## config.mk

```make
export PLATFORM = sky130hd
export DESIGN_NAME = ealu_core
export DESIGN_NICKNAME = d
export VERILOG_FILES = /design/src/shared/ealu_pkg.sv /design/src/hdl/ealu_core.sv
export VERILOG_INCLUDE_DIRS = /design/src /design/src/shared
export SDC_FILE = /design/constraint.sdc
export NUM_CORES = 1
export LEC_CHECK = 0
export BUFFER_PORTS_ARGS = -buffer_cell sky130_fd_sc_hd__buf_2
export CORE_MARGIN = 4
export CORE_UTILIZATION = 55
export DETAILED_ROUTE_END_ITERATION = 7
export PLACE_DENSITY = 0.78
export SYNTH_ARGS = -nofsm -noshare
export SYNTH_HDL_FRONTEND = slang
export SYNTH_SLANG_ARGS = --single-unit
```

## constraint.sdc

```tcl
create_clock -name clk -period 7.2 [get_ports clk]
set_clock_uncertainty 0.05 [all_clocks]
set_input_delay 1.44 -clock clk [delete_from_list [all_inputs] [get_ports clk]]
set_output_delay 1.44 -clock clk [all_outputs]
set_load 0.05 [all_outputs]
```

## src/shared/ealu_cfg.svh

```systemverilog
/*
 * Constants of the execution datapath: status flag positions, reset
 * values, operand masks and cycle counts.
 * Assumes it is included by its bare name after ealu_pkg.
 */
// Operation
// - Register add, optional carry, sets ZCNVH, one cycle
// - Word add immediate on pair, ZCNVS, two cycles
// - Register subtract, optional carry, ZCNVH, one cycle
// - Constant subtract, optional carry, ZCNVH, one cycle
// - Word subtract immediate on pair, ZCNVS, two cycles
// - AND register or constant, ZNV, one cycle
// - OR register or constant, ZNV, one cycle
// - Exclusive OR, test, zero register: ZNV
// - Set mask bits ORs; clear ANDs inverse
// - Pointer jump loads Z, no flags, two cycles
// - Pointer call loads Z, no flags, three cycles
// - Relative jump/call: pc+k+1, two/three cycles
// - Equal compare skips by two or three
// - Compares set ZNVCH, store nothing, one cycle
`ifndef EALU_CFG_SVH
`define EALU_CFG_SVH

`define EALU_FLAG_C      0
`define EALU_FLAG_Z      1
`define EALU_FLAG_N      2
`define EALU_FLAG_V      3
`define EALU_FLAG_S      4
`define EALU_FLAG_H      5
`define EALU_SREG_RESET  8'h00
`define EALU_MASK_ALL    8'hFF
`define EALU_WORD_K_BITS 6
`define EALU_CYC_WORD    3'h2
`define EALU_CYC_JUMP    3'h2
`define EALU_CYC_CALL    3'h3
`define EALU_SKIP_SHORT  16'h0002
`define EALU_SKIP_LONG   16'h0003

`endif

```

## src/shared/ealu_pkg.sv

```systemverilog
/*
 * Types of the execution datapath: operation codes, request and
 * response bundles, arithmetic result and the state record.
 * Assumes the decoder hands over operand values already read.
 */
package ealu_pkg;

    typedef enum logic [4:0] {
        OP_NOP, OP_ADD, OP_ADD_CARRY, OP_WORD_ADD_IMMEDIATE, OP_SUB,
        OP_SUBTRACT_CONSTANT, OP_SUBTRACT_WITH_CARRY,
        OP_SUBTRACT_CONSTANT_WITH_CARRY, OP_WORD_SUBTRACT_IMMEDIATE,
        OP_AND, OP_AND_CONSTANT, OP_OR, OP_OR_CONSTANT, OP_EXCLUSIVE_OR,
        OP_SET_MASK_BITS, OP_CLEAR_MASK_BITS, OP_TEST_ZERO_MINUS,
        OP_ZERO_REGISTER, OP_RELATIVE_JUMP, OP_POINTER_JUMP,
        OP_RELATIVE_CALL, OP_POINTER_CALL, OP_COMPARE_SKIP_EQUAL,
        OP_COMPARE_REGISTERS, OP_COMPARE_WITH_CARRY, OP_COMPARE_IMMEDIATE
    } ealu_op_t;

    typedef struct packed {
        ealu_op_t    op;
        logic [7:0]  dest;
        logic [7:0]  source_register;
        logic [7:0]  imm;
        logic [15:0] pair;
        logic [15:0] zptr;
        logic [15:0] pc;
        logic [11:0] offset;
        logic        next_two_word;
    } ealu_req_t;

    typedef struct packed {
        logic        ready;
        logic        done;
        logic        reg_we;
        logic [7:0]  reg_data;
        logic        word_we;
        logic [15:0] word_data;
        logic        pc_we;
        logic [15:0] pc_data;
        logic        push_we;
        logic [7:0]  push_data;
    } ealu_rsp_t;

    typedef struct packed {
        logic [7:0] res;
        logic       c;
        logic       h;
        logic       v;
    } ealu_arith_t;

    typedef enum logic [0:0] {ST_IDLE, ST_WAIT} ealu_state_t;

    typedef struct packed {
        ealu_state_t st;
        logic [2:0]  cnt;
        logic        is_call;
        logic        is_word;
        logic        is_pc;
        logic [15:0] word_res;
        logic [7:0]  word_flags;
        logic [15:0] target;
        logic [7:0]  ret_hi;
        logic [7:0]  sreg;
        ealu_rsp_t   rsp;
    } ealu_regs_t;

endpackage : ealu_pkg

```

## src/hdl/ealu_core.sv

```systemverilog
/*
 * Execution datapath: 8-bit arithmetic and logic, word add and
 * subtract on register pairs, compares, compare-and-skip, relative
 * and pointer jumps and calls. Holds the status flags itself.
 * Assumes the decoder presents one request with req_valid while
 * rsp.ready is high and writes back what the response strobes say.
 */
`timescale 1ns/100ps
`include "ealu_cfg.svh"

module ealu_core (
    input  wire logic              clk,
    input  wire logic              rst_b,
    input  wire logic              ce,
    input  wire logic              req_valid,
    input  wire ealu_pkg::ealu_req_t req,
    output ealu_pkg::ealu_rsp_t    rsp,
    output logic [7:0]             sreg
);

    ealu_pkg::ealu_regs_t s;
    ealu_pkg::ealu_regs_t next_s;

    // Shared adder for add, subtract and compare; carry out is borrow on subtract
    function automatic ealu_pkg::ealu_arith_t add_sub(
        input logic [7:0] a,
        input logic [7:0] b,
        input logic       cin,
        input logic       sub
    );
        ealu_pkg::ealu_arith_t r;
        logic [8:0]            full;
        logic [4:0]            nib;
        if (sub) begin
            full = {1'b0, a} - {1'b0, b} - {8'h00, cin};
            nib  = {1'b0, a[3:0]} - {1'b0, b[3:0]} - {4'h0, cin};
            r.v  = (a[7] & ~b[7] & ~full[7]) | (~a[7] & b[7] & full[7]);
        end else begin
            full = {1'b0, a} + {1'b0, b} + {8'h00, cin};
            nib  = {1'b0, a[3:0]} + {1'b0, b[3:0]} + {4'h0, cin};
            r.v  = (a[7] & b[7] & ~full[7]) | (~a[7] & ~b[7] & full[7]);
        end
        r.res = full[7:0];
        r.c   = full[8];
        r.h   = nib[4];
        return r;
    endfunction : add_sub

    // Z C N V H updated, S and the rest kept
    function automatic logic [7:0] arith_flags(
        input logic [7:0]            old,
        input ealu_pkg::ealu_arith_t r
    );
        logic [7:0] f;
        f                = old;
        f[`EALU_FLAG_Z] = (r.res == 8'h00);
        f[`EALU_FLAG_C] = r.c;
        f[`EALU_FLAG_N] = r.res[7];
        f[`EALU_FLAG_V] = r.v;
        f[`EALU_FLAG_H] = r.h;
        return f;
    endfunction : arith_flags

    // Z N V updated, V cleared, carry and half carry kept
    function automatic logic [7:0] logic_flags(
        input logic [7:0] old,
        input logic [7:0] res
    );
        logic [7:0] f;
        f                = old;
        f[`EALU_FLAG_Z] = (res == 8'h00);
        f[`EALU_FLAG_N] = res[7];
        f[`EALU_FLAG_V] = 1'b0;
        return f;
    endfunction : logic_flags

    // Compares share the subtractor but never write the register file
    function automatic logic is_compare(
        input ealu_pkg::ealu_op_t op
    );
        case (op)
            ealu_pkg::OP_COMPARE_REGISTERS,
            ealu_pkg::OP_COMPARE_WITH_CARRY,
            ealu_pkg::OP_COMPARE_IMMEDIATE: return 1'b1;
            default:                        return 1'b0;
        endcase
    endfunction : is_compare

    // Subtract and compare forms whose second operand is the constant
    function automatic logic takes_imm(
        input ealu_pkg::ealu_op_t op
    );
        case (op)
            ealu_pkg::OP_SUBTRACT_CONSTANT,
            ealu_pkg::OP_SUBTRACT_CONSTANT_WITH_CARRY,
            ealu_pkg::OP_COMPARE_IMMEDIATE: return 1'b1;
            default:                        return 1'b0;
        endcase
    endfunction : takes_imm

    // Forms that also fold in the stored carry
    function automatic logic takes_carry(
        input ealu_pkg::ealu_op_t op
    );
        case (op)
            ealu_pkg::OP_ADD_CARRY,
            ealu_pkg::OP_SUBTRACT_WITH_CARRY,
            ealu_pkg::OP_SUBTRACT_CONSTANT_WITH_CARRY,
            ealu_pkg::OP_COMPARE_WITH_CARRY: return 1'b1;
            default:                         return 1'b0;
        endcase
    endfunction : takes_carry

    // Word results: Z C N V S updated, half carry kept
    function automatic logic [7:0] pair_flags(
        input logic [7:0]  old,
        input logic [15:0] a,
        input logic [16:0] sum,
        input logic        sub
    );
        logic [7:0] f;
        logic       v;
        // Overflow is the pair's sign flipping against the direction of the step
        v                = sub ? (a[15] & ~sum[15]) : (~a[15] & sum[15]);
        f                = old;
        f[`EALU_FLAG_Z] = (sum[15:0] == 16'h0000);
        f[`EALU_FLAG_C] = sum[16];
        f[`EALU_FLAG_N] = sum[15];
        f[`EALU_FLAG_V] = v;
        f[`EALU_FLAG_S] = sum[15] ^ v;
        return f;
    endfunction : pair_flags

    // Wait-state edges of a multi-cycle op, the done edge included
    function automatic logic [2:0] wait_count(
        input ealu_pkg::ealu_op_t op,
        input logic               two_word
    );
        case (op)
            ealu_pkg::OP_WORD_ADD_IMMEDIATE,
            ealu_pkg::OP_WORD_SUBTRACT_IMMEDIATE: return `EALU_CYC_WORD - 3'h1;
            ealu_pkg::OP_RELATIVE_JUMP,
            ealu_pkg::OP_POINTER_JUMP:            return `EALU_CYC_JUMP - 3'h1;
            ealu_pkg::OP_RELATIVE_CALL,
            ealu_pkg::OP_POINTER_CALL:            return `EALU_CYC_CALL - 3'h1;
            ealu_pkg::OP_COMPARE_SKIP_EQUAL:      return two_word ? 3'h2 : 3'h1;
            default:                              return 3'h1;
        endcase
    endfunction : wait_count

    // One path for every bitwise form; test and zero register reuse the register itself
    function automatic logic [7:0] logic_result(
        input ealu_pkg::ealu_op_t op,
        input logic [7:0]         d,
        input logic [7:0]         r,
        input logic [7:0]         k
    );
        case (op)
            ealu_pkg::OP_AND:             return d & r;
            ealu_pkg::OP_AND_CONSTANT:    return d & k;
            ealu_pkg::OP_OR:              return d | r;
            ealu_pkg::OP_OR_CONSTANT:     return d | k;
            ealu_pkg::OP_EXCLUSIVE_OR:    return d ^ r;
            ealu_pkg::OP_SET_MASK_BITS:   return d | k;
            ealu_pkg::OP_CLEAR_MASK_BITS: return d & (`EALU_MASK_ALL - k);
            ealu_pkg::OP_TEST_ZERO_MINUS: return d & d;
            default:                      return d ^ d;
        endcase
    endfunction : logic_result

    always_comb begin
        ealu_pkg::ealu_arith_t ar;
        logic [7:0]            lres;
        logic [16:0]           wsum;
        logic [15:0]           kword;
        logic [15:0]           ret;
        logic [15:0]           rel;
        ar                  = '0;
        lres                = 8'h00;
        wsum                = 17'h00000;
        kword               = {10'h000, req.imm[`EALU_WORD_K_BITS-1:0]};
        ret                 = req.pc + 16'h0001;
        rel                 = req.pc + {{4{req.offset[11]}}, req.offset} + 16'h0001;
        next_s              = s;
        next_s.rsp.done     = 1'b0;
        next_s.rsp.reg_we   = 1'b0;
        next_s.rsp.word_we  = 1'b0;
        next_s.rsp.pc_we    = 1'b0;
        next_s.rsp.push_we  = 1'b0;
        case (s.st)
            ealu_pkg::ST_IDLE: begin
                if (req_valid && s.rsp.ready) begin
                    next_s.is_call = 1'b0;
                    next_s.is_word = 1'b0;
                    next_s.is_pc   = 1'b0;
                    case (req.op)
                        ealu_pkg::OP_ADD, ealu_pkg::OP_ADD_CARRY: begin
                            ar = add_sub(req.dest, req.source_register,
                                takes_carry(req.op) && s.sreg[`EALU_FLAG_C], 1'b0);
                            next_s.rsp.reg_we   = 1'b1;
                            next_s.rsp.reg_data = ar.res;
                            next_s.sreg         = arith_flags(s.sreg, ar);
                            next_s.rsp.done     = 1'b1;
                        end
                        ealu_pkg::OP_SUB, ealu_pkg::OP_SUBTRACT_WITH_CARRY,
                        ealu_pkg::OP_SUBTRACT_CONSTANT, ealu_pkg::OP_SUBTRACT_CONSTANT_WITH_CARRY,
                        ealu_pkg::OP_COMPARE_REGISTERS, ealu_pkg::OP_COMPARE_WITH_CARRY,
                        ealu_pkg::OP_COMPARE_IMMEDIATE: begin
                            ar = add_sub(req.dest, takes_imm(req.op) ? req.imm : req.source_register,
                                         takes_carry(req.op) && s.sreg[`EALU_FLAG_C], 1'b1);
                            next_s.rsp.reg_we   = !is_compare(req.op);
                            next_s.rsp.reg_data = ar.res;
                            next_s.sreg         = arith_flags(s.sreg, ar);
                            next_s.rsp.done     = 1'b1;
                        end
                        ealu_pkg::OP_AND, ealu_pkg::OP_AND_CONSTANT, ealu_pkg::OP_OR,
                        ealu_pkg::OP_OR_CONSTANT, ealu_pkg::OP_EXCLUSIVE_OR,
                        ealu_pkg::OP_SET_MASK_BITS, ealu_pkg::OP_CLEAR_MASK_BITS,
                        ealu_pkg::OP_TEST_ZERO_MINUS, ealu_pkg::OP_ZERO_REGISTER: begin
                            lres = logic_result(req.op, req.dest, req.source_register, req.imm);
                            next_s.rsp.reg_we   = 1'b1;
                            next_s.rsp.reg_data = lres;
                            next_s.sreg         = logic_flags(s.sreg, lres);
                            next_s.rsp.done     = 1'b1;
                        end
                        ealu_pkg::OP_WORD_ADD_IMMEDIATE, ealu_pkg::OP_WORD_SUBTRACT_IMMEDIATE: begin
                            // Result and flags wait for the second cycle
                            if (req.op == ealu_pkg::OP_WORD_ADD_IMMEDIATE) begin
                                wsum = {1'b0, req.pair} + {1'b0, kword};
                            end else begin
                                wsum = {1'b0, req.pair} - {1'b0, kword};
                            end
                            next_s.word_res   = wsum[15:0];
                            next_s.word_flags = pair_flags(s.sreg, req.pair, wsum,
                                                           req.op != ealu_pkg::OP_WORD_ADD_IMMEDIATE);
                            next_s.is_word    = 1'b1;
                            next_s.cnt        = wait_count(req.op, req.next_two_word);
                            next_s.st         = ealu_pkg::ST_WAIT;
                        end
                        ealu_pkg::OP_RELATIVE_JUMP, ealu_pkg::OP_POINTER_JUMP: begin
                            next_s.target = (req.op == ealu_pkg::OP_POINTER_JUMP) ? req.zptr : rel;
                            next_s.is_pc  = 1'b1;
                            next_s.cnt    = wait_count(req.op, req.next_two_word);
                            next_s.st     = ealu_pkg::ST_WAIT;
                        end
                        ealu_pkg::OP_RELATIVE_CALL, ealu_pkg::OP_POINTER_CALL: begin
                            next_s.target        = (req.op == ealu_pkg::OP_POINTER_CALL) ? req.zptr : rel;
                            next_s.rsp.push_we   = 1'b1;
                            next_s.rsp.push_data = ret[7:0];
                            next_s.ret_hi        = ret[15:8];
                            next_s.is_pc         = 1'b1;
                            next_s.is_call       = 1'b1;
                            next_s.cnt           = wait_count(req.op, req.next_two_word);
                            next_s.st            = ealu_pkg::ST_WAIT;
                        end
                        ealu_pkg::OP_COMPARE_SKIP_EQUAL: begin
                            if (req.dest == req.source_register) begin
                                next_s.target = req.pc + (req.next_two_word ? `EALU_SKIP_LONG
                                                                            : `EALU_SKIP_SHORT);
                                next_s.is_pc  = 1'b1;
                                next_s.cnt    = wait_count(req.op, req.next_two_word);
                                next_s.st     = ealu_pkg::ST_WAIT;
                            end else begin
                                next_s.rsp.done = 1'b1;
                            end
                        end
                        default: begin
                            next_s.rsp.done = 1'b1;
                        end
                    endcase
                end
            end
            ealu_pkg::ST_WAIT: begin
                next_s.cnt = s.cnt - 3'h1;
                if (s.is_call && s.cnt == 3'h2) begin
                    // High byte goes out before the pc changes
                    next_s.rsp.push_we   = 1'b1;
                    next_s.rsp.push_data = s.ret_hi;
                end
                if (s.cnt == 3'h1) begin
                    next_s.st            = ealu_pkg::ST_IDLE;
                    next_s.rsp.done      = 1'b1;
                    next_s.rsp.word_we   = s.is_word;
                    next_s.rsp.word_data = s.word_res;
                    next_s.rsp.pc_we     = s.is_pc;
                    next_s.rsp.pc_data   = s.target;
                    if (s.is_word) begin
                        next_s.sreg = s.word_flags;
                    end
                end
            end
            default: begin
                next_s.st = ealu_pkg::ST_IDLE;
            end
        endcase
        next_s.rsp.ready = (next_s.st == ealu_pkg::ST_IDLE);
    end

    // Reset does not wait for ce, so a stalled core still comes up idle
    always_ff @(posedge clk) begin
        if (!rst_b) begin
            s      <= '0;
            s.sreg <= `EALU_SREG_RESET;
        end else if (ce) begin
            s <= next_s;
        end
    end

    // Strobes stretch while ce is low; the far side counts them on ce-high edges only
    assign rsp  = s.rsp;
    assign sreg = s.sreg;

endmodule : ealu_core

```

==> flow_summary.yaml, run 1 <==
run_status:
  outcome: "finished, final reports clean"
setup_path:
  r2r-start: "s[116]"
  worstPathArrival_ps: 5400
  startpoint_type: "input port"
  crit_required_ps: 7500
  endpoint_kind: "register"
  reg2reg_to: "s[87]"
  reg2reg_depth: 8
  critPathMaxFanout: 34
  rrSetupSlack_ps: 3750
  worstSetupPathType: "input port to register"
final_layout:
  drive_gt1_share_pct: 17.4
  utilization_pct: 63.0
  num-fill-cells: 1476
  fin_nets: 1433
  diodes: 0
  finalNonFillerCells: 1499
  area_growth_pct: 11.1
logic_synthesis:
  yosysUniqueCellTypes: 70
  syn-mean-instance-area_um2: 7.50
  synthFlopType: "dfxtp_1"
  synth_top_area_share_pct: 25.5
  synth_seq_cells: 116
  synth_edf_count: 0
  synth_warnings: 0
  synth_area_leaders: "dfxtp_1, ha_1, a21oi_1"
  syn-num-nets: 1378
  seq_area_frac_synth_pct: 25.5
  yosysTopAreaCell: "dfxtp_1"
  syn_area_um2: 9110
  synthCells: 1215
  async_flop_share_pct: 0
power_and_ir_drop:
  finalPower_mw: 1.97
  internal_power_mw: 1.37
  power_switching_mw: 0.592
  power_density_nw_per_um2: 194
  power.share.clock_pct: 43.9
  power.leakage_nw: 4.04
  vdd_ir_drop_max_uv: 138
  p_sw_share_pct: 30.1
  seqPwrFrac_pct: 33.2
  pwr-share-comb_pct: 22.9
job:
  drv_cap: 0
detailed_routing:
  dr.pass1.iters: 7
  route.detailed.drc: 0
  vias_per_cell: 5.93
  ant_nets: 0
  num_vias: 8893
  first_iter_violations: 826
  wl_per_cell_um: 17.4
  wirelength_um: 26000
clock_tree:
  numCtsBuffers: 17
  holdBufCountCts: 0
  h-tree-depth: 4
  clk_pin_slew_worst_paths_ps: 60
  tritoncts: "done"
  cts_resized: 0
  cts.sinks: 116
  clkLatencyLatePin_ps: 410
  clk_root_buffer_cell: "clkbuf_16"
  cts.path.max_buffers: 2
  post_cts_buffers: 0
floorplan:
  die-area_um2: 18700
  core_area_um2: 16100
  rows: 46
  initial_core_util_pct: 56.7
  io_pins: 156
  fp.dieW_um: 137
  die_y_um: 137
sta:
  finalHoldViolCount: 0
  hold_ws_ps: 397
  min_period_over_period_pct: 70.8
  maxSlewViolCount: 0
  max_freq_mhz: 196
  rsz0062_at_grt: "no"
  setup_viol: 0
  worst_pin_slew_ps: 1100
  max_slew_margin_pct: 26.7
  fin_crit_ps: 5100
  setup_tns_ps: 0
placed_design:
  dp.cells: 1467
  routabilityCongestion: 0.970
  io_buffers: 155
  dp_hpwl_um: 20000
grt:
  grt_pass1_wl_um: 40600
  grt_overflow_total: 0
  grt_pass1_vias: 7983
  grt_start_max_net_pins: 67
  grt_use_total_pct: 27.2
  antenna_found_initial: 0
worst_hold_path:
  worstHoldStart: "rsp[15]"
  hp-class: "register to register"
  whs_path_depth: 2
  holdPathEnd: "rsp[15]"
[worst max path at each step]
stage / to / cells after the start / startpoint
after global placement: sreg[3] / 17 / req[87]
after detailed placement: sreg[3] / 17 / req[87]
after global routing: sreg[3] / 17 / req[87]
after floorplan: sreg[3] / 18 / req[86]
after CTS: sreg[3] / 17 / req[87]
final: s[87] / 13 / req[87]
[routing by layer]
layer  wire length, um  track usage [%]  vias to the layer above
li1                  -                -                     4429
met1             12100             39.7                     4057
met2             11500             41.0                      374
met3              1970             5.00                       33
met4               427             7.17                        0
met5                 0                0                        -
[synthesized netlist by cell type (5+ instances only)]
cell / count
a22oi_1: 15
nor3_1: 26
nand4_1: 6
o2111ai_1: 8
a21o_1: 6
o21a_1: 12
nor2_1: 96
and2_1: 10
ha_1: 63
or3_1: 8
a221oi_1: 5
buf_4: 62
nand2b_1: 13
nand3_1: 46
nand2_1: 151
clkbuf_1: 58
nand3b_1: 6
a311oi_1: 6
o211ai_1: 6
a211oi_1: 33
and3_1: 7
xnor2_1: 45
a31oi_1: 13
or2_2: 9
a222oi_1: 15
o21ai_0: 72
nor4_1: 6
inv_1: 51
fa_1: 6
a21oi_1: 116
a32oi_1: 9
mux2_2: 8
o21bai_1: 5
nor3b_1: 9
dfxtp_1: 116
nor2b_1: 10
o31ai_1: 5
xor2_1: 19
[logic make-up (layout without fill, tap and decap cells)]
| kind of cell | count (synthesis) | after routing | share of synthesized area, % |
|---|---|---|---|
| muxes | 11 | 11 | 1.32 |
| xor gates and xnor gates | 64 | 64 | 6.15 |
| adders and majority gates | 70 | 70 | 10.1 |
| and+or+nand+nor | 424 | 424 | 22.1 |
| DFF | 116 | 116 | 25.5 |
| buffers and inverters | 180 | 248 | 10.2 |
| AOI/OAI and AO/OA | 350 | 350 | 24.7 |
[power groups by stage]
stage | Combinational, mW | Clock, mW | Sequential (mW)
finish | 0.450 | 0.863 | 0.653
global route | 0.491 | 0.903 | 0.653
CTS | 0.440 | 0.872 | 0.652
floorplan | 0.313 | 0 | 0.664
global placement | 0.434 | 0 | 0.666
detailed placement | 0.438 | 0 | 0.666
[per-stage QoR]
step,instance area (um2),setup slack (ps)
after floorplan,9110,1770
after global placement,9500,1870
after detailed placement,9500,1750
after CTS,10100,2190
after global routing,10100,1810
final,10100,2100
[critical path, cell delays in order]
cell	delay [ps]
buf_2	280
nor3_1	500
nand2_1	300
o21ai_0	470
ha_1	340
a211oi_1	200
o21ai_0	200
o311ai_0	520
nand3b_1	130
a21o_1	210
xor2_1	150
or4_1	520
o21ai_1	120
[registers in the layout, summed over array words and instances (netlist names)]
signal,cells
s,54
rsp,54
sreg,8
[area by class of cell]
class	count	area (um2)	share of cell area (%)
sequential	116	2320	23.0
clock inverter	14	179	1.77
clock buffer	18	439	4.34
tap	216	270	2.67
inverter	52	195	1.93
timing repair buffer	164	843	8.34
multi-input combinational	919	5870	58.0
[cells in the final DEF, fill, tap and decap left out, types with 7 or more instances in the layout]
cell type / instances
and2_1: 10
ha_1: 63
inv_1: 50
nand2b_1: 13
nor2_1: 96
nor2b_1: 10
a22oi_1: 15
buf_4: 9
clkbuf_16: 17
mux2_2: 8
or2_2: 9
and3_1: 7
nor3_1: 26
a211oi_1: 33
o21ai_0: 72
dfxtp_1: 116
buf_2: 155
o21a_1: 12
or3_1: 8
xor2_1: 19
nand2_1: 151
nor3b_1: 9
a21oi_1: 115
a31oi_1: 13
a32oi_1: 9
o2111ai_1: 8
nand3_1: 46
xnor2_1: 45
a222oi_1: 15
No activity file was read; power rests on OpenSTA's default activity.
==> run 2: changes to the inputs <==
--- a/config.mk
+++ b/config.mk
@@ -8,7 +8,7 @@
 export LEC_CHECK = 0
 export BUFFER_PORTS_ARGS = -buffer_cell sky130_fd_sc_hd__buf_2
 export CORE_MARGIN = 4
-export CORE_UTILIZATION = 55
+export CORE_UTILIZATION = 52
 export DETAILED_ROUTE_END_ITERATION = 7
 export PLACE_DENSITY = 0.78
 export SYNTH_ARGS = -nofsm -noshare
==> constraint.sdc (replaced) <==
create_clock -name clk -period 4.3 [get_ports clk]
set_clock_uncertainty 0.05 [all_clocks]
set_input_delay 0.86 -clock clk [delete_from_list [all_inputs] [get_ports clk]]
set_output_delay 0.86 -clock clk [all_outputs]
set_load 0.05 [all_outputs]
==> flow_summary.yaml, run 2 (same netlist as run 1, synthesis figures left out) <==
run_status:
  outcome: "finished, final reports clean"
clock_tree:
  numCtsBuffers: 17
  tritoncts: "done"
  cts.path.max_buffers: 2
  clk_root_buffer_cell: "clkbuf_16"
  cts.sinks: 116
  clk_pin_slew_worst_paths_ps: 50
  h-tree-depth: 4
  clkLatencyLatePin_ps: 400
floorplan:
  die_y_um: 140
  fp.dieW_um: 140
  rows: 48
  die-area_um2: 19700
  initial_core_util_pct: 52.8
  core_area_um2: 17200
  io_pins: 156
sta:
  max_slew_margin_pct: 27.2
  fin_crit_ps: 4050
  setup_tns_ps: 0
  min_period_over_period_pct: 94.1
  worst_slack_ps: 253
  maxSlewViolCount: 0
  rsz0062_at_grt: "no"
  finalHoldViolCount: 0
  setup_viol: 0
  worst_pin_slew_ps: 1090
  max_freq_mhz: 247
setup_path:
  critPathMaxFanout: 9
  crit_family: "compound AO/OA/AOI/OAI gates"
  worstSetupPathType: "input port to register"
  critPathSlowestCell: "mux2_2"
  r2r-start: "sreg[0]"
  rrSetupSlack_ps: 1130
  reg2reg_depth: 12
  crit_required_ps: 4550
  worst-path-buf-inv: 2
  cp_cell_sequence: "buf_2 > nand3b_1 > nor2_1 > o21ai_2 > mux2_2 > ha_1 > inv_1 > ha_1 > nor4b_1 > a211oi_1 > and4_1 > nor3_2 > mux2_2 > a32oi_1 > o211ai_1 > o211a_1"
  reg2reg_to: "sreg[1]"
  endpoint_kind: "register"
  startpoint_type: "input port"
  max_stage_delay_ps: 390
  worstPathArrival_ps: 4290
grt:
  grt_use_total_pct: 25.7
  grt_overflow_total: 0
  grt_pass1_vias: 8363
  grt_start_max_net_pins: 65
  antenna_found_initial: 0
  grt_pass1_wl_um: 41900
final_layout:
  fin_area_um2: 10600
  utilization_pct: 61.2
  final_cell_mix: "buf_2, nand2_1, dfxtp_1, a21oi_1, nor2_1"
  num-fill-cells: 1579
  drive_gt1_share_pct: 20.7
  area_growth_pct: 15.8
  fin_nets: 1486
  diodes: 0
  layout_commonest_cell: "buf_2"
placed_design:
  dpl_worst_slack_ps: -266
  place_area_um2: 9910
  dp_hpwl_um: 20400
  routabilityCongestion: 0.978
  io_buffers: 155
detailed_routing:
  num_vias: 9181
  vias_per_cell: 5.89
  dr.pass1.iters: 8
  route.detailed.drc: 0
  ant_nets: 0
  wirelength_um: 26500
  wl_per_cell_um: 17.0
  first_iter_violations: 698
power_and_ir_drop:
  finalPower_mw: 3.41
  vdd_ir_drop_max_uv: 293
  power.leakage_nw: 4.32
  power_density_nw_per_um2: 324
worst_hold_path:
  whs_path_depth: 2
  worstHoldStart: "rsp[10]"
  hp-class: "register to register"
  holdPathEnd: "rsp[10]"
job:
  drv_cap: 0
## run 2: cell count changes in the layout (fill, tap and decap cells not counted), moves of 2 or more
cell        previous run  this run
clkbuf_8               1         4
clkinvlp_4             3         1
clkinv_2               1         5
buf_4                  9        62
clkinv_4               6         0
## run 2: worst min-delay path: stages, from the launching register on
cell and delay, ps:
dfxtp_1 300, nand2_1 50, a21oi_1 50
## run 2: worst max-delay path by stage
stage            start       to  depth (start not counted)
2_1_floorplan  req[85]  sreg[3]                         17
3_3_place_gp   req[87]  sreg[3]                         16
3_5_place_dp   req[87]  sreg[3]                         16
4_1_cts        req[87]  sreg[3]                         16
5_1_grt        req[88]    s[89]                         17
6_report       req[87]  sreg[3]                         16
## run 2: cell type report
type | count | area (um2) | area share (%)
Multi-Input combinational cell | 919 | 5880 | 55.7
Clock buffer | 21 | 480 | 4.55
Inverter | 52 | 195 | 1.85
Tap cell | 225 | 282 | 2.67
Sequential cell | 116 | 2320 | 22.0
Timing Repair Buffer | 217 | 1240 | 11.8
Clock inverter | 10 | 153 | 1.45
## run 2: metal layers
metal,up-vias,share of wire (%),GRT usage [%]
met5,-,0,0
met2,353,45,40.0
li1,4527,-,-
met3,37,6.9,3.86
met1,4264,46,37.2
met4,0,1.4,6.58
## run 2: timing repair
action                     4_1_cts  5_1_grt
setup endpoints to repair        0        3
resized for setup                0        2
setup buffers                    0        0
hold buffers                     0        0
hold endpoints to repair         0        0
## run 2: through the flow
stage | hold WS, ps | instances
floorplan | 379 | 1215
global placement | 387 | 1529
detailed placement | 390 | 1529
CTS | 396 | 1560
global route | 416 | 1560
finish | 398 | 1560
## run 2: where the power goes
group / switching, mW / internal, mW / total [mW]
clock network: 0.485 / 1.02 / 1.51
registers: 0.00739 / 1.09 / 1.09
logic: 0.478 / 0.336 / 0.814
total: 0.971 / 2.44 / 3.41
==> run 3: changes to the inputs <==
--- a/config.mk
+++ b/config.mk
@@ -7,10 +7,12 @@
 export NUM_CORES = 1
 export LEC_CHECK = 0
 export BUFFER_PORTS_ARGS = -buffer_cell sky130_fd_sc_hd__buf_2
+export CELL_PAD_IN_SITES_DETAIL_PLACEMENT = 1
+export CELL_PAD_IN_SITES_GLOBAL_PLACEMENT = 2
 export CORE_MARGIN = 4
-export CORE_UTILIZATION = 52
+export CORE_UTILIZATION = 30
 export DETAILED_ROUTE_END_ITERATION = 7
-export PLACE_DENSITY = 0.78
+export PLACE_DENSITY_LB_ADDON = 0.1
 export SYNTH_ARGS = -nofsm -noshare
 export SYNTH_HDL_FRONTEND = slang
 export SYNTH_SLANG_ARGS = --single-unit
==> flow_summary.yaml, run 3 (same netlist as run 1, synthesis figures left out) <==
sta:
  setup_viol: 0
  fin_crit_ps: 3870
  setup_tns_ps: 0
  worst_pin_slew_ps: 1020
  max_slew_margin_pct: 31.7
  min_period_over_period_pct: 90.0
  hold_ws_ps: 398
  rsz0062_at_grt: "no"
  max_freq_mhz: 258
  worst_slack_ps: 429
  maxSlewViolCount: 0
  finalHoldViolCount: 0
grt:
  grt_start_max_net_pins: 53
  grt_pass1_vias: 9146
  grt_overflow_total: 0
  grt_use_total_pct: 19.6
  grt_pass1_wl_um: 52300
  antenna_found_initial: 0
power_and_ir_drop:
  pwr-share-comb_pct: 25.4
  power_density_nw_per_um2: 321
  power_switching_mw: 1.04
  seqPwrFrac_pct: 31.1
  p_sw_share_pct: 29.5
  power.leakage_nw: 4.45
  power.share.clock_pct: 43.5
  internal_power_mw: 2.48
  finalPower_mw: 3.52
  vdd_ir_drop_max_uv: 241
clock_tree:
  h-tree-depth: 4
  clk_root_buffer_cell: "clkbuf_16"
  cts.path.max_buffers: 2
  post_cts_buffers: 0
  cts.sinks: 116
  tritoncts: "done"
  clk_pin_slew_worst_paths_ps: 60
  numCtsBuffers: 17
  clkLatencyLatePin_ps: 410
setup_path:
  endpoint_kind: "register"
  crit_required_ps: 4600
  worstSetupPathType: "input port to register"
  worstPathArrival_ps: 4170
  startpoint_type: "input port"
  r2r-start: "sreg[0]"
  rrSetupSlack_ps: 1140
  reg2reg_depth: 12
  critPathMaxFanout: 4
  reg2reg_to: "sreg[1]"
worst_hold_path:
  worstHoldStart: "s[102]"
  holdPathEnd: "rsp[34]"
  whs_path_depth: 2
  hp-class: "register to register"
detailed_routing:
  first_iter_violations: 429
  dr.pass1.iters: 6
  vias_per_cell: 5.22
  ant_nets: 0
  num_vias: 9144
  wl_per_cell_um: 19.1
  wl_met2_um: 14500
  top_layer_used: "met4"
  wirelength_um: 33400
  route.detailed.drc: 0
  met1_length_um: 17600
  wl_met3_um: 1030
floorplan:
  rows: 63
  initial_core_util_pct: 30.6
  core_area_um2: 29800
  die_y_um: 182
  fp.dieW_um: 182
  io_pins: 156
  die-area_um2: 33200
final_layout:
  num-fill-cells: 3709
  final_cell_mix: "buf_2, nand2_1, dfxtp_1, a21oi_1, nor2_1"
  multiInputGateArea_um2: 5880
  drive_gt1_share_pct: 22.1
  finalNonFillerCells: 1751
  area_growth_pct: 20.4
  diodes: 0
  utilization_pct: 36.8
  fin_nets: 1511
  ff_latch_area_um2: 2320
  fin_area_um2: 11000
  layout_commonest_cell: "buf_2"
job:
  drv_cap: 0
placed_design:
  dp.cells: 1719
  dpl_worst_slack_ps: -125
  dp_hpwl_um: 26700
  io_buffers: 155
  routabilityCongestion: 0.851
  place_area_um2: 10300
run_status:
  outcome: "finished, final reports clean"
## run 3: how the worst max path moves through the flow
stage / depth (start not counted) / endpoint / startpoint
global placement: 15 / s[87] / req[88]
detailed placement: 15 / s[87] / req[88]
finish: 16 / s[87] / req[88]
floorplan: 17 / sreg[3] / req[85]
CTS: 15 / s[87] / req[88]
global route: 17 / sreg[3] / req[87]
## run 3: area by class of cell
class | instances | share of cell area, %
clock buffers | 23 | 4.45
clock inverters | 9 | 1.36
inverters | 52 | 1.78
multi-input cells | 919 | 53.6
flip-flops and latches | 116 | 21.2
well taps | 390 | 4.45
repair buffers | 242 | 13.1
## run 3: what timing repair did
item	CTS	global route
resized for setup	0	1
endpoints found under the setup margin	0	1
hold buffers	0	0
hold endpoints to repair	0	0
## run 3: worst max-delay path, stage by stage
cell and delay, ps:
buf_2 120, nor3_1 200, buf_4 180, and2_1 200, a21oi_1 70, xor2_1 160
ha_1 340, a21oi_1 220, o21ai_0 160, o311ai_0 370, buf_4 190, nand3b_1 70
a21o_1 200, xor2_1 160, or4_1 520, o21ai_1 130
## run 3: routing by layer
layer  up-vias  track usage, %
li1       4573               -
met2       153            30.3
met1      4406            29.6
met5         -               0
met4         0            3.69
met3        12            2.35
## run 3: power groups by stage
| stage | Clock, mW | Combinational [mW] | Sequential [mW] |
|---|---|---|---|
| after global routing | 1.61 | 0.987 | 1.09 |
| after floorplan | 0 | 0.529 | 1.11 |
| after CTS | 1.57 | 0.892 | 1.09 |
| final | 1.53 | 0.892 | 1.09 |
| after detailed placement | 0 | 0.887 | 1.12 |
| after global placement | 0 | 0.883 | 1.12 |
